$ cat src/pkg/host_port_map.vh
/*
 * constants for the host port emulation: base ranges, offsets, status
 * layout and internal handshake encodings.
 * assumes inclusion by bare name from the design files.
 */
`ifndef HOST_PORT_MAP_VH
`define HOST_PORT_MAP_VH

// base address ranges selected by the two straps (host a[9:1])
`define BASE_SEL0          9'h0_198
`define BASE_SEL1          9'h0_1A8
`define BASE_SEL2          9'h0_1B8
`define BASE_SEL3          9'h0_168
// port offsets (host a[0])
`define OFS_DATA           1'h0
`define OFS_CMD_STAT       1'h1
// status layout
`define STAT_RX_BIT        7
`define STAT_TX_BIT        6
`define STAT_ONES          6'h3F
// reset values
`define BYTE_RST           8'h00
`define FLAG_EMPTY         1'h0
// acknowledge byte that this block returns itself after a mode command
`define CMD_ACK            8'hFE
// pass-through mode entry command and the reset command that leaves it
`define CMD_UART_MODE      8'h3F
`define CMD_RESET          8'hFF

`endif

$ cat src/core/midi_host_port.v
/*
 * host port emulation of a legacy intelligent MIDI card: data port at
 * base+0, command/status port at base+1, strap-selected base and reset
 * polarity, external data buffer enable, and a byte handshake toward
 * the embedded core.
 * assumes host pins are synchronous to core_clk_i; the serial MIDI path
 * lives elsewhere and is never gated by this block.
 */
`timescale 1ns/1ps
`include "host_port_map.vh"

// Function
// RULE1: host port decoded at one of four base ranges picked by straps.
// RULE2: host access logic needs no relation to the synth/cpu clock; here host pins must be synchronous to core_clk_i.
// RULE3: device decodes read/write strobes and drives data buffer enable.
// RULE4: host reset polarity follows the reset polarity strap.
// RULE5: emulation may stay inactive; serial MIDI path stays independent.
// RULE6: pass-through mode in full, plus a subset of intelligent commands.
// RULE7: status bit 7 is 0 while a received byte waits, else 1.
// RULE8: status bit 6 is 0 when the next byte or command is accepted.
// RULE9: status bits 5 to 0 always read as ones.
// RULE10: offset 0 carries data both ways, offset 1 command and status.
// RULE11: host writes only when bit 6 is 0, reads data when bit 7 is 0.
module midi_host_port (
    // clock and reset
    input  wire       core_clk_i,
    input  wire       arst_n_i,
    // straps and mode
    input  wire [1:0] base_select_strap_i,
    input  wire       host_reset_polarity_strap_i,
    input  wire       emul_enable_i,
    // host bus
    input  wire       host_reset_i,
    input  wire [9:0] host_addr_i,
    input  wire       host_rd_n_i,
    input  wire       host_wr_n_i,
    input  wire [7:0] host_data_i,
    output reg  [7:0] host_data_o,
    output wire       host_data_oe_o,
    output wire       host_buf_en_n_o,
    // toward the embedded core: bytes from host
    output reg  [7:0] core_rx_byte_o,
    output reg        core_rx_is_cmd_o,
    output reg        core_rx_valid_o,
    input  wire       core_rx_ack_i,
    // toward the host: bytes from core
    input  wire [7:0] core_tx_byte_i,
    input  wire       core_tx_valid_i,
    output wire       core_tx_ready_o,
    // state
    output reg        uart_mode_o,
    output wire       host_reset_active_o
);

    wire       hit;
    wire       rd_end;
    wire       wr_end;
    wire       host_rst;
    reg  [7:0] rx_data_reg;
    reg        rx_full_reg;
    reg  [7:0] stat_byte;
    wire       rx_byte_waiting_n;
    wire       host_write_ready_n;
    wire       acc_rd;
    wire       acc_wr;
    wire       on_data;

    // polarity strap sampled combinationally: it is a static level
    assign host_rst = host_reset_i ^ !host_reset_polarity_strap_i; // RULE4
    assign host_reset_active_o = host_rst;

    host_addr_decode u_decode (
        .host_addr_i         (host_addr_i),
        .emul_enable_i       (emul_enable_i),
        .base_select_strap_i (base_select_strap_i),
        .hit_o               (hit)
    );

    host_strobe_edge u_rd_edge (
        .core_clk_i  (core_clk_i),
        .arst_n_i    (arst_n_i),
        .strobe_n_i  (host_rd_n_i),
        .end_pulse_o (rd_end)
    );

    host_strobe_edge u_wr_edge (
        .core_clk_i  (core_clk_i),
        .arst_n_i    (arst_n_i),
        .strobe_n_i  (host_wr_n_i),
        .end_pulse_o (wr_end)
    );

    // address must be held through the strobe's rising edge
    assign on_data = (host_addr_i[0] == `OFS_DATA); // RULE10
    assign acc_rd  = rd_end && hit; // RULE2
    assign acc_wr  = wr_end && hit;

    // the device drives the data bus during its reads and enables the buffer on reads and writes
    assign host_data_oe_o  = hit && !host_rd_n_i; // RULE3
    assign host_buf_en_n_o = !(hit && (!host_rd_n_i || !host_wr_n_i)); // RULE3

    assign rx_byte_waiting_n  = !rx_full_reg; // RULE7
    // not ready while a previous byte is still unclaimed by the core
    assign host_write_ready_n = core_rx_valid_o; // RULE8
    assign core_tx_ready_o    = !rx_full_reg && !host_rst;

    always @* begin
        stat_byte = {rx_byte_waiting_n, host_write_ready_n, `STAT_ONES}; // RULE9
    end

    // read data re-registered every cycle from the port selected by a[0]
    always @(posedge core_clk_i or negedge arst_n_i) begin
        if (!arst_n_i) begin
            host_data_o <= `BYTE_RST;
        end else if (on_data) begin
            host_data_o <= rx_data_reg; // RULE10
        end else begin
            host_data_o <= stat_byte; // RULE7
        end
    end

    // bytes toward the host; a fresh core byte wins over the host read
    always @(posedge core_clk_i or negedge arst_n_i) begin
        if (!arst_n_i) begin
            rx_data_reg <= `BYTE_RST;
            rx_full_reg <= `FLAG_EMPTY;
        end else if (host_rst) begin
            rx_data_reg <= `BYTE_RST;
            rx_full_reg <= `FLAG_EMPTY;
        end else if (acc_wr && !on_data &&
                     (host_data_i == `CMD_RESET ||
                      host_data_i == `CMD_UART_MODE) &&
                     !host_write_ready_n) begin
            // mode commands are acknowledged locally
            rx_data_reg <= `CMD_ACK; // RULE6
            rx_full_reg <= 1'b1;
        end else if (core_tx_valid_i && !rx_full_reg) begin
            rx_data_reg <= core_tx_byte_i;
            rx_full_reg <= 1'b1;
        end else if (acc_rd && on_data) begin
            rx_full_reg <= `FLAG_EMPTY; // RULE10
        end
    end

    // bytes from host toward the core; writes while busy are dropped
    always @(posedge core_clk_i or negedge arst_n_i) begin
        if (!arst_n_i) begin
            core_rx_byte_o   <= `BYTE_RST;
            core_rx_is_cmd_o <= 1'b0;
            core_rx_valid_o  <= 1'b0;
            uart_mode_o      <= 1'b0;
        end else if (host_rst) begin
            core_rx_valid_o  <= 1'b0;
            uart_mode_o      <= 1'b0;
        end else begin
            if (core_rx_ack_i) begin
                core_rx_valid_o <= 1'b0;
            end
            if (acc_wr && !host_write_ready_n) begin
                if (!on_data && host_data_i == `CMD_UART_MODE) begin
                    uart_mode_o <= 1'b1; // RULE6
                end else if (!on_data && host_data_i == `CMD_RESET) begin
                    uart_mode_o <= 1'b0; // RULE6
                end else if (!on_data && uart_mode_o) begin
                    // pass-through mode ignores other commands
                    uart_mode_o <= 1'b1;
                end else begin
                    // other intelligent commands go to firmware
                    core_rx_byte_o   <= host_data_i; // RULE10
                    core_rx_is_cmd_o <= !on_data;
                    core_rx_valid_o  <= 1'b1;
                end
            end
        end
    end

endmodule // midi_host_port

$ cat src/core/host_addr_decode.v
/*
 * host address decoder: matches the 10-bit host address against one of
 * four base ranges chosen by straps.
 * assumes the straps are stable during operation.
 */
`timescale 1ns/1ps
`include "host_port_map.vh"

module host_addr_decode (
    // host address
    input  wire [9:0] host_addr_i,
    input  wire       emul_enable_i,
    // straps
    input  wire [1:0] base_select_strap_i,
    // result
    output reg        hit_o
);

    reg [8:0] base_sel;

    always @* begin
        case (base_select_strap_i) // RULE1
            2'h0:    base_sel = `BASE_SEL0;
            2'h1:    base_sel = `BASE_SEL1;
            2'h2:    base_sel = `BASE_SEL2;
            default: base_sel = `BASE_SEL3;
        endcase
        // disabled emulation never claims the bus
        hit_o = emul_enable_i && (host_addr_i[9:1] == base_sel); // RULE5
    end

endmodule // host_addr_decode

$ cat src/core/host_strobe_edge.v
/*
 * strobe edge detector: one-cycle pulse when an active-low host strobe
 * ends, so each access acts once however long it is held.
 * assumes strobes are synchronous to the core clock.
 */
`timescale 1ns/1ps

module host_strobe_edge (
    // clock and reset
    input  wire core_clk_i,
    input  wire arst_n_i,
    // strobe
    input  wire strobe_n_i,
    output wire end_pulse_o
);

    reg strobe_prev_reg;

    always @(posedge core_clk_i or negedge arst_n_i) begin
        if (!arst_n_i) begin
            strobe_prev_reg <= 1'b1;
        end else begin
            strobe_prev_reg <= strobe_n_i;
        end
    end

    assign end_pulse_o = strobe_n_i && !strobe_prev_reg;

endmodule // host_strobe_edge

$ cat config.mk
export PLATFORM = sky130hd
export DESIGN_NAME = midi_host_port
export DESIGN_NICKNAME = d
export VERILOG_FILES = /design/src/core/midi_host_port.v /design/src/core/host_addr_decode.v /design/src/core/host_strobe_edge.v
export VERILOG_INCLUDE_DIRS = /design/src /design/src/pkg
export SDC_FILE = /design/constraint.sdc
export NUM_CORES = 1
export LEC_CHECK = 0
export BUFFER_PORTS_ARGS = -buffer_cell sky130_fd_sc_hd__buf_2
export CAP_MARGIN = 20
export CORE_UTILIZATION = 46
export CTS_CLUSTER_DIAMETER = 80
export CTS_CLUSTER_SIZE = 24
export DETAILED_ROUTE_END_ITERATION = 7
export PLACE_DENSITY_LB_ADDON = 0.2
export SLEW_MARGIN = 25
export SYNTH_ARGS = -nofsm -noshare
export SYNTH_HDL_FRONTEND = slang
export SYNTH_SLANG_ARGS = --single-unit
$ cat constraint.sdc
create_clock -name core_clk_i -period 2.1 [get_ports core_clk_i]
set_input_delay 0.105 -clock core_clk_i [delete_from_list [all_inputs] [get_ports core_clk_i]]
set_output_delay 0.105 -clock core_clk_i [all_outputs]
set_load 0.03 [all_outputs]
==> run metrics, run 1 <==
initial antenna violation count 0; Mapped Cells 104; register-to-register setup slack 0.52 ns; metal2 WL 1.41 mm; Arr. time, crit path 1.85 ns; Max-cap violations 0; FMAX 614 MHz; Most common cell on crit path nand4_1; Cell Rows 19; Pre-antenna DRT Iters 4; Placement Cell Area 1660 um2; total gr overflow 0; Fin Setup TNS 0 ns; Met1 Wirelength 1.20 mm; critical path's slowest cell dlygate4sd3_1; Clock Skew 0.00349 ns; Required @ worst endpoint 2.32 ns; I/O pins 60; worst hold start host_data_i[3]; Slew HR 0.561; number of global-route vias before repair 1011; Synth Cell Area 1330 um2; largest area contributor in the netlist dfrtp_1; met3 WL 237 um; WP buf/inv 2; Core Box Area 2730 um2; die area 3100 um2; GRT Overall Usage 0.197; Die Wd 55.7 um; Max Transition Viols Final 0; crit end category flip-flop; CTS Buffer Depth 2; hold depth 2; clk_lat worst skew 0.32 ns; Port-buffer cells 59; Hold Path Class input pin to flip-flop; share of cells above drive strength 1 0.500; H-tree Lvls 2; P_leak 0.960 nW; Final Hold Fails 0; DR DRC count 0; Worst path max stage delay 0.52 ns; first-pass GRT wire length 4.59 mm; outcome finished clean; Post-synth EDFFs 0; Post-synth top flop dfrtp_1; top cell type's share of synthesized area 0.529; RR Startpoint core_rx_valid_o$_DFF_PN0_; Synth Net Count 141; RSZ-0062 raised after global routing false; placer congestion estimate 0.645; slack of the critical path 0.473 ns; CTS tree built; crit path max fanout 8; top layer in use met4; cts hold-fix bufs 4; Post-Route WL 2.87 mm; critical path launch point type input pin; Num CTS Buffers 5; Synth cell types 32; largest cells by area after synthesis dfrtp_1, mux2i_1, mux2_2, dfstp_2, a21oi_1; Avg Cell Area, Syn 12.7 um2; Ant. Diodes 0; Syn. warnings 0; Worst-path clk slew 0.09 ns; P&R area growth vs syn 33.0%; Die H 55.7 um; 1st-iter DRT viols 25; final setup vio count 0; crit-path leading delay family simple AND/OR/NAND/NOR gates; CTS root buffer clkbuf_4; Setup WS pre-CTS 0.427 ns; r2r endpoint rx_full_reg$_DFFE_PN0P_; fin cells 205; fin crit share 0.775; CP Cell Sequence dlygate4sd3_1 > buf_2 > nand4_1 > nor2_1 > nand4_1 > a221oi_1; Power Density 670 nW/um2; maximum number of pins on one net before global-route repair 31; CP Class input pin to flip-flop; Post-DP HPWL 2.02 mm; clock sink total 30; Worst Tran Pin Value 0.659 ns; Final min period 1.63 ns; Hold Path Sink core_rx_byte_o[3]$_DFFE_PN0P_; Vias/cell 5.38; # nets final 210; Post-Place Cells 193; cell count of the worst reg-to-reg path 4; vias 1103; design area 1760 um2; post-synthesis register bit count 30; sequential share of the synthesized area 0.568; Post-CTS Setup Repair Bufs 0; WL/cell 14.0 um; post-route ant nets 0; hold_ws 0.0220 ns; peak supply drop 0.000554 V; Initial Util 0.485; Post-synth ARST share 1.00; number of gates resized after cts 0
[cells in the mapped netlist, drive strengths merged, types with 2 or more instances]
master  count
dfrtp      28
mux2       10
a21oi       8
mux2i       8
or2         6
nand2       5
nand2b      3
nor2        3
nor3        3
nor3b       3
o21ai       3
and4bb      2
clkbuf      2
dfstp       2
nand4       2
nand4b      2
nor2b       2
[cells in the final DEF, fill, tap and decap left out, types with 2 or more instances in the layout]
cell	instances
nor2b_1	2
mux2_2	7
or2_2	6
nand4_1	2
o21ai_0	2
dlygate4sd3_1	4
mux2i_1	8
dfstp_2	2
clkbuf_4	5
mux2_1	3
nand2_1	5
nor2_1	3
dfrtp_1	28
buf_2	59
buf_4	2
and4bb_1	2
nor3_1	3
nand2b_1	3
a21oi_1	8
nor3b_1	3
[worst max-delay path by stage]
stage | from | endpoint | slack [ns] | depth (start not counted)
after floorplan | core_rx_valid_o$_DFF_PN0_ | core_rx_byte_o[0]$_DFFE_PN0P_ | 0.41 | 3
after global placement | host_data_i[5] | rx_full_reg$_DFFE_PN0P_ | 0.51 | 6
after detailed placement | host_addr_i[8] | core_rx_byte_o[0]$_DFFE_PN0P_ | 0.43 | 6
after CTS | core_rx_valid_o$_DFF_PN0_ | rx_full_reg$_DFFE_PN0P_ | 0.48 | 4
after global routing | host_data_i[1] | rx_full_reg$_DFFE_PN0P_ | 0.36 | 6
final | host_data_i[1] | rx_full_reg$_DFFE_PN0P_ | 0.47 | 6
[routing by layer]
| layer | GRT usage | vias up |
|---|---|---|
| met4 | 0.0750 | 0 |
| met3 | 0.0860 | 4 |
| li1 | - | 519 |
| met5 | 0 | - |
| met2 | 0.308 | 54 |
| met1 | 0.240 | 526 |
[area by class of cell]
class,count,area (um2)
Fill cell,213,972
Sequential cell,30,753
Multi-Input combinational cell,70,556
Timing Repair Buffer,65,350
Clock buffer,7,55.1
Tap cell,31,38.8
Clock inverter,1,5.00
Inverter,1,3.75
[logic make-up (layout without fill, tap and decap cells)]
kind of cell    after synthesis  count (layout)  synth area share
compound gates               17              17            0.0916
xor+xnor                      2               2            0.0132
buf+inv                       4              74            0.0123
flops                        30              30             0.568
mux                          18              18             0.145
simple gates                 33              33             0.169
[where the power goes]
group | switching (mW) | total, mW | leakage [nW] | internal (mW)
clock | 0.195 | 0.357 | 0.0353 | 0.162
combinational | 0.117 | 0.200 | 0.537 | 0.0834
sequential | 0.0122 | 0.623 | 0.388 | 0.611
total | 0.324 | 1.18 | 0.960 | 0.856
[through the flow]
stage	utilization	power [mW]
finish	0.644	1.18
global route	0.644	1.24
detailed placement	0.608	0.830
CTS	0.644	1.20
global placement	0.608	0.822
floorplan	-	0.742
Power figures use the tool's default switching activity.
==> run 2: changes to the inputs <==
--- a/config.mk
+++ b/config.mk
@@ -8,7 +8,7 @@
 export LEC_CHECK = 0
 export BUFFER_PORTS_ARGS = -buffer_cell sky130_fd_sc_hd__buf_2
 export CAP_MARGIN = 20
-export CORE_UTILIZATION = 46
+export CORE_UTILIZATION = 41
 export CTS_CLUSTER_DIAMETER = 80
 export CTS_CLUSTER_SIZE = 24
 export DETAILED_ROUTE_END_ITERATION = 7
==> constraint.sdc (replaced) <==
create_clock -name core_clk_i -period 1.43 [get_ports core_clk_i]
set_input_delay 0.0715 -clock core_clk_i [delete_from_list [all_inputs] [get_ports core_clk_i]]
set_output_delay 0.0715 -clock core_clk_i [all_outputs]
set_load 0.03 [all_outputs]
==> run 2 against run 1 <==
  * Clock power is 95% higher
  * Sequential share of layout area down 5.2 points
  * Highest routed layer unchanged
  * First-iteration DRC count is 36% lower
==> run metrics, run 2 (same netlist as run 1, synthesis figures left out) <==
outcome finished clean (unchanged); post-route ant nets 0 (unchanged); I/O pins 60 (unchanged); fin crit share 0.978; clk_lat worst skew 0.32 ns (about the same); commonest non-fill, non-tap cell in the layout buf_2 (unchanged); CTS root buffer clkbuf_4 (unchanged); Post-Place Cells 212 (was 193); Port-buffer cells 59 (unchanged); Required @ worst endpoint 1.63 ns (was 2.32 ns); launch point of the worst path core_rx_valid_o$_DFF_PN0_ (was host_data_i[1]); Critical Path Stages 4 (was 6); critical path launch point type flip-flop (was input pin); Arr. time, crit path 1.60 ns (was 1.85 ns); number of global-route vias before repair 1183 (was 1011); Ant. Diodes 0 (unchanged); hold_ws 0.0355 ns (was 0.0220 ns); Final Hold Fails 0 (unchanged); vias 1151 (was 1103); Worst-path clk slew 0.09 ns (about the same); fin cells 235 (was 205); share of cells above drive strength 1 0.555 (was 0.500); CTS Buffer Depth 2 (unchanged); Worst Tran Pin Value 0.670 ns (was 0.659 ns); P&R area growth vs syn 51.6% (was 33.0%); Post-DP HPWL 2.13 mm (was 2.02 mm); RR Startpoint core_rx_valid_o$_DFF_PN0_ (unchanged); Die Wd 58.9 um (was 55.7 um); Initial Util 0.434 (was 0.485); # nets final 227 (was 210); Power Density 965 nW/um2 (was 670 nW/um2); FMAX 715 MHz; P_leak 1.08 nW (was 0.960 nW); Filler Cell Count 254 (was 213); Final min period 1.40 ns; Pwr Total 1.94 mW (was 1.18 mW); Pre-antenna DRT Iters 4 (unchanged); Core Box Area 3050 um2 (was 2730 um2); first-pass GRT wire length 5.16 mm (was 4.59 mm); placer congestion estimate 0.749 (was 0.645); Clock Skew 0.00872 ns (was 0.00349 ns); peak supply drop 0.000595 V (was 0.000554 V); register-to-register setup slack 0.03 ns (was 0.52 ns); Setup crit end core_rx_byte_o[7]$_DFFE_PN0P_ (was rx_full_reg$_DFFE_PN0P_); die area 3460 um2 (was 3100 um2); Cell Rows 20 (was 19); Slew HR 0.554 (was 0.561); crit end category flip-flop (unchanged); Placement Cell Area 1740 um2 (was 1660 um2); r2r endpoint core_rx_byte_o[7]$_DFFE_PN0P_ (was rx_full_reg$_DFFE_PN0P_); H-tree Lvls 2 (unchanged); crit path max fanout 5 (was 8); Post-Route WL 3.18 mm (was 2.87 mm); Max Transition Viols Final 0 (unchanged); Hold Path Class input pin to flip-flop (unchanged); Die H 58.9 um (was 55.7 um); maximum number of pins on one net before global-route repair 31 (unchanged); RSZ-0062 raised after global routing true (was false); initial antenna violation count 0 (unchanged); 1st-iter DRT viols 16 (was 25); cell count of the worst reg-to-reg path 4 (unchanged); final setup vio count 0 (unchanged); WL/cell 13.5 um (was 14.0 um); crit-path leading delay family flip-flops (was simple AND/OR/NAND/NOR gates); critical path's slowest cell dfrtp_2 (was dlygate4sd3_1); CP Cell Sequence nor3b_4 > buf_6 > nand4b_4 > mux2_4 (was dlygate4sd3_1 > buf_2 > nand4_1 > nor2_1 > nand4_1 > a221oi_1); Max-cap violations 0 (unchanged); final core occ 0.658 (was 0.644); most frequent cells in the layout buf_2, dfrtp_1, buf_4 (was buf_2, dfrtp_1, mux2i_1, a21oi_1, mux2_2); Worst path max stage delay 0.44 ns (was 0.52 ns); WP buf/inv 1 (was 2); DR DRC count 0 (unchanged); GRT Overall Usage 0.203 (was 0.197); CTS tree built (unchanged); total gr overflow 0 (unchanged); Vias/cell 4.90 (was 5.38); CP Class flip-flop to flip-flop (was input pin to flip-flop); clock sink total 30 (unchanged); Num CTS Buffers 5 (unchanged); design area 2010 um2 (was 1760 um2)
==> run 2: cell types whose count changed in the layout (fill, tap and decap cells not counted), moves of 3 or more <==
cell | previous run | this run
mux2_1 | 3 | 0
dlygate4sd3_1 | 4 | 10
buf_4 | 2 | 11
mux2_4 | 0 | 3
==> run 2: worst min-delay path by stage <==
stage	from	to	slack (ns)	depth (start not counted)
final	core_tx_byte_i[6]	rx_data_reg[6]$_DFFE_PN0P_	0.04	3
after global routing	core_tx_byte_i[6]	rx_data_reg[6]$_DFFE_PN0P_	0.04	3
after CTS	core_tx_byte_i[6]	rx_data_reg[6]$_DFFE_PN0P_	0.02	3
after detailed placement	arst_n_i	host_data_o[7]$_DFF_PN0_	0.14	1
after global placement	arst_n_i	host_data_o[0]$_DFF_PN0_	0.13	1
after floorplan	arst_n_i	core_rx_byte_o[0]$_DFFE_PN0P_	-0.22	0
==> run 2: final cells by class <==
cell class / count / area (um2) / area share
multi-input cells: 71 / 621 / 0.309
clock buffers: 7 / 55.1 / 0.0274
flip-flops and latches: 30 / 754 / 0.376
inverters: 1 / 3.75 / 0.00187
repair buffers: 81 / 489 / 0.244
well taps: 44 / 55.1 / 0.0274
clock inverters: 1 / 30.0 / 0.0150
==> run 2: repair_timing <==
item | CTS | global route
gates cloned | 1 | 0
setup endpoints to repair | 5 | 11
hold buffers | 10 | 0
gates resized for setup | 3 | 6
setup buffers | 2 | 2
endpoints found under the hold margin | 37 | 0
pin swaps | 2 | 2
==> run 2: layer usage <==
| layer | wire length [um] | global-route usage | up-vias |
|---|---|---|---|
| met5 | 0 | 0 | - |
| met4 | 31 | 0.0714 | 0 |
| met1 | 1330 | 0.230 | 557 |
| met3 | 163 | 0.0593 | 4 |
| li1 | - | - | 550 |
| met2 | 1660 | 0.362 | 40 |
==> run 2: worst register-to-register path: stages (launching register included) <==
cell      delay (ns)
dfrtp_2         0.44
nor3b_4         0.21
buf_6           0.15
nand4b_4        0.15
mux2_4          0.34
==> run 2: power by group <==
group	leakage, nW	switching (mW)	internal [mW]
logic	0.644	0.181	0.145
clock network	0.0455	0.279	0.417
registers	0.386	0.0184	0.897
==> run 2: stage by stage <==
| stage | setup TNS [ns] | setup WS (ns) |
|---|---|---|
| 2_1_floorplan | 0 | 0.0169 |
| 3_3_place_gp | -0.181 | -0.0432 |
| 3_5_place_dp | -0.550 | -0.0999 |
| 4_1_cts | 0 | 0.00323 |
| 5_1_grt | -0.0363 | -0.0138 |
| 6_report | 0 | 0.0310 |
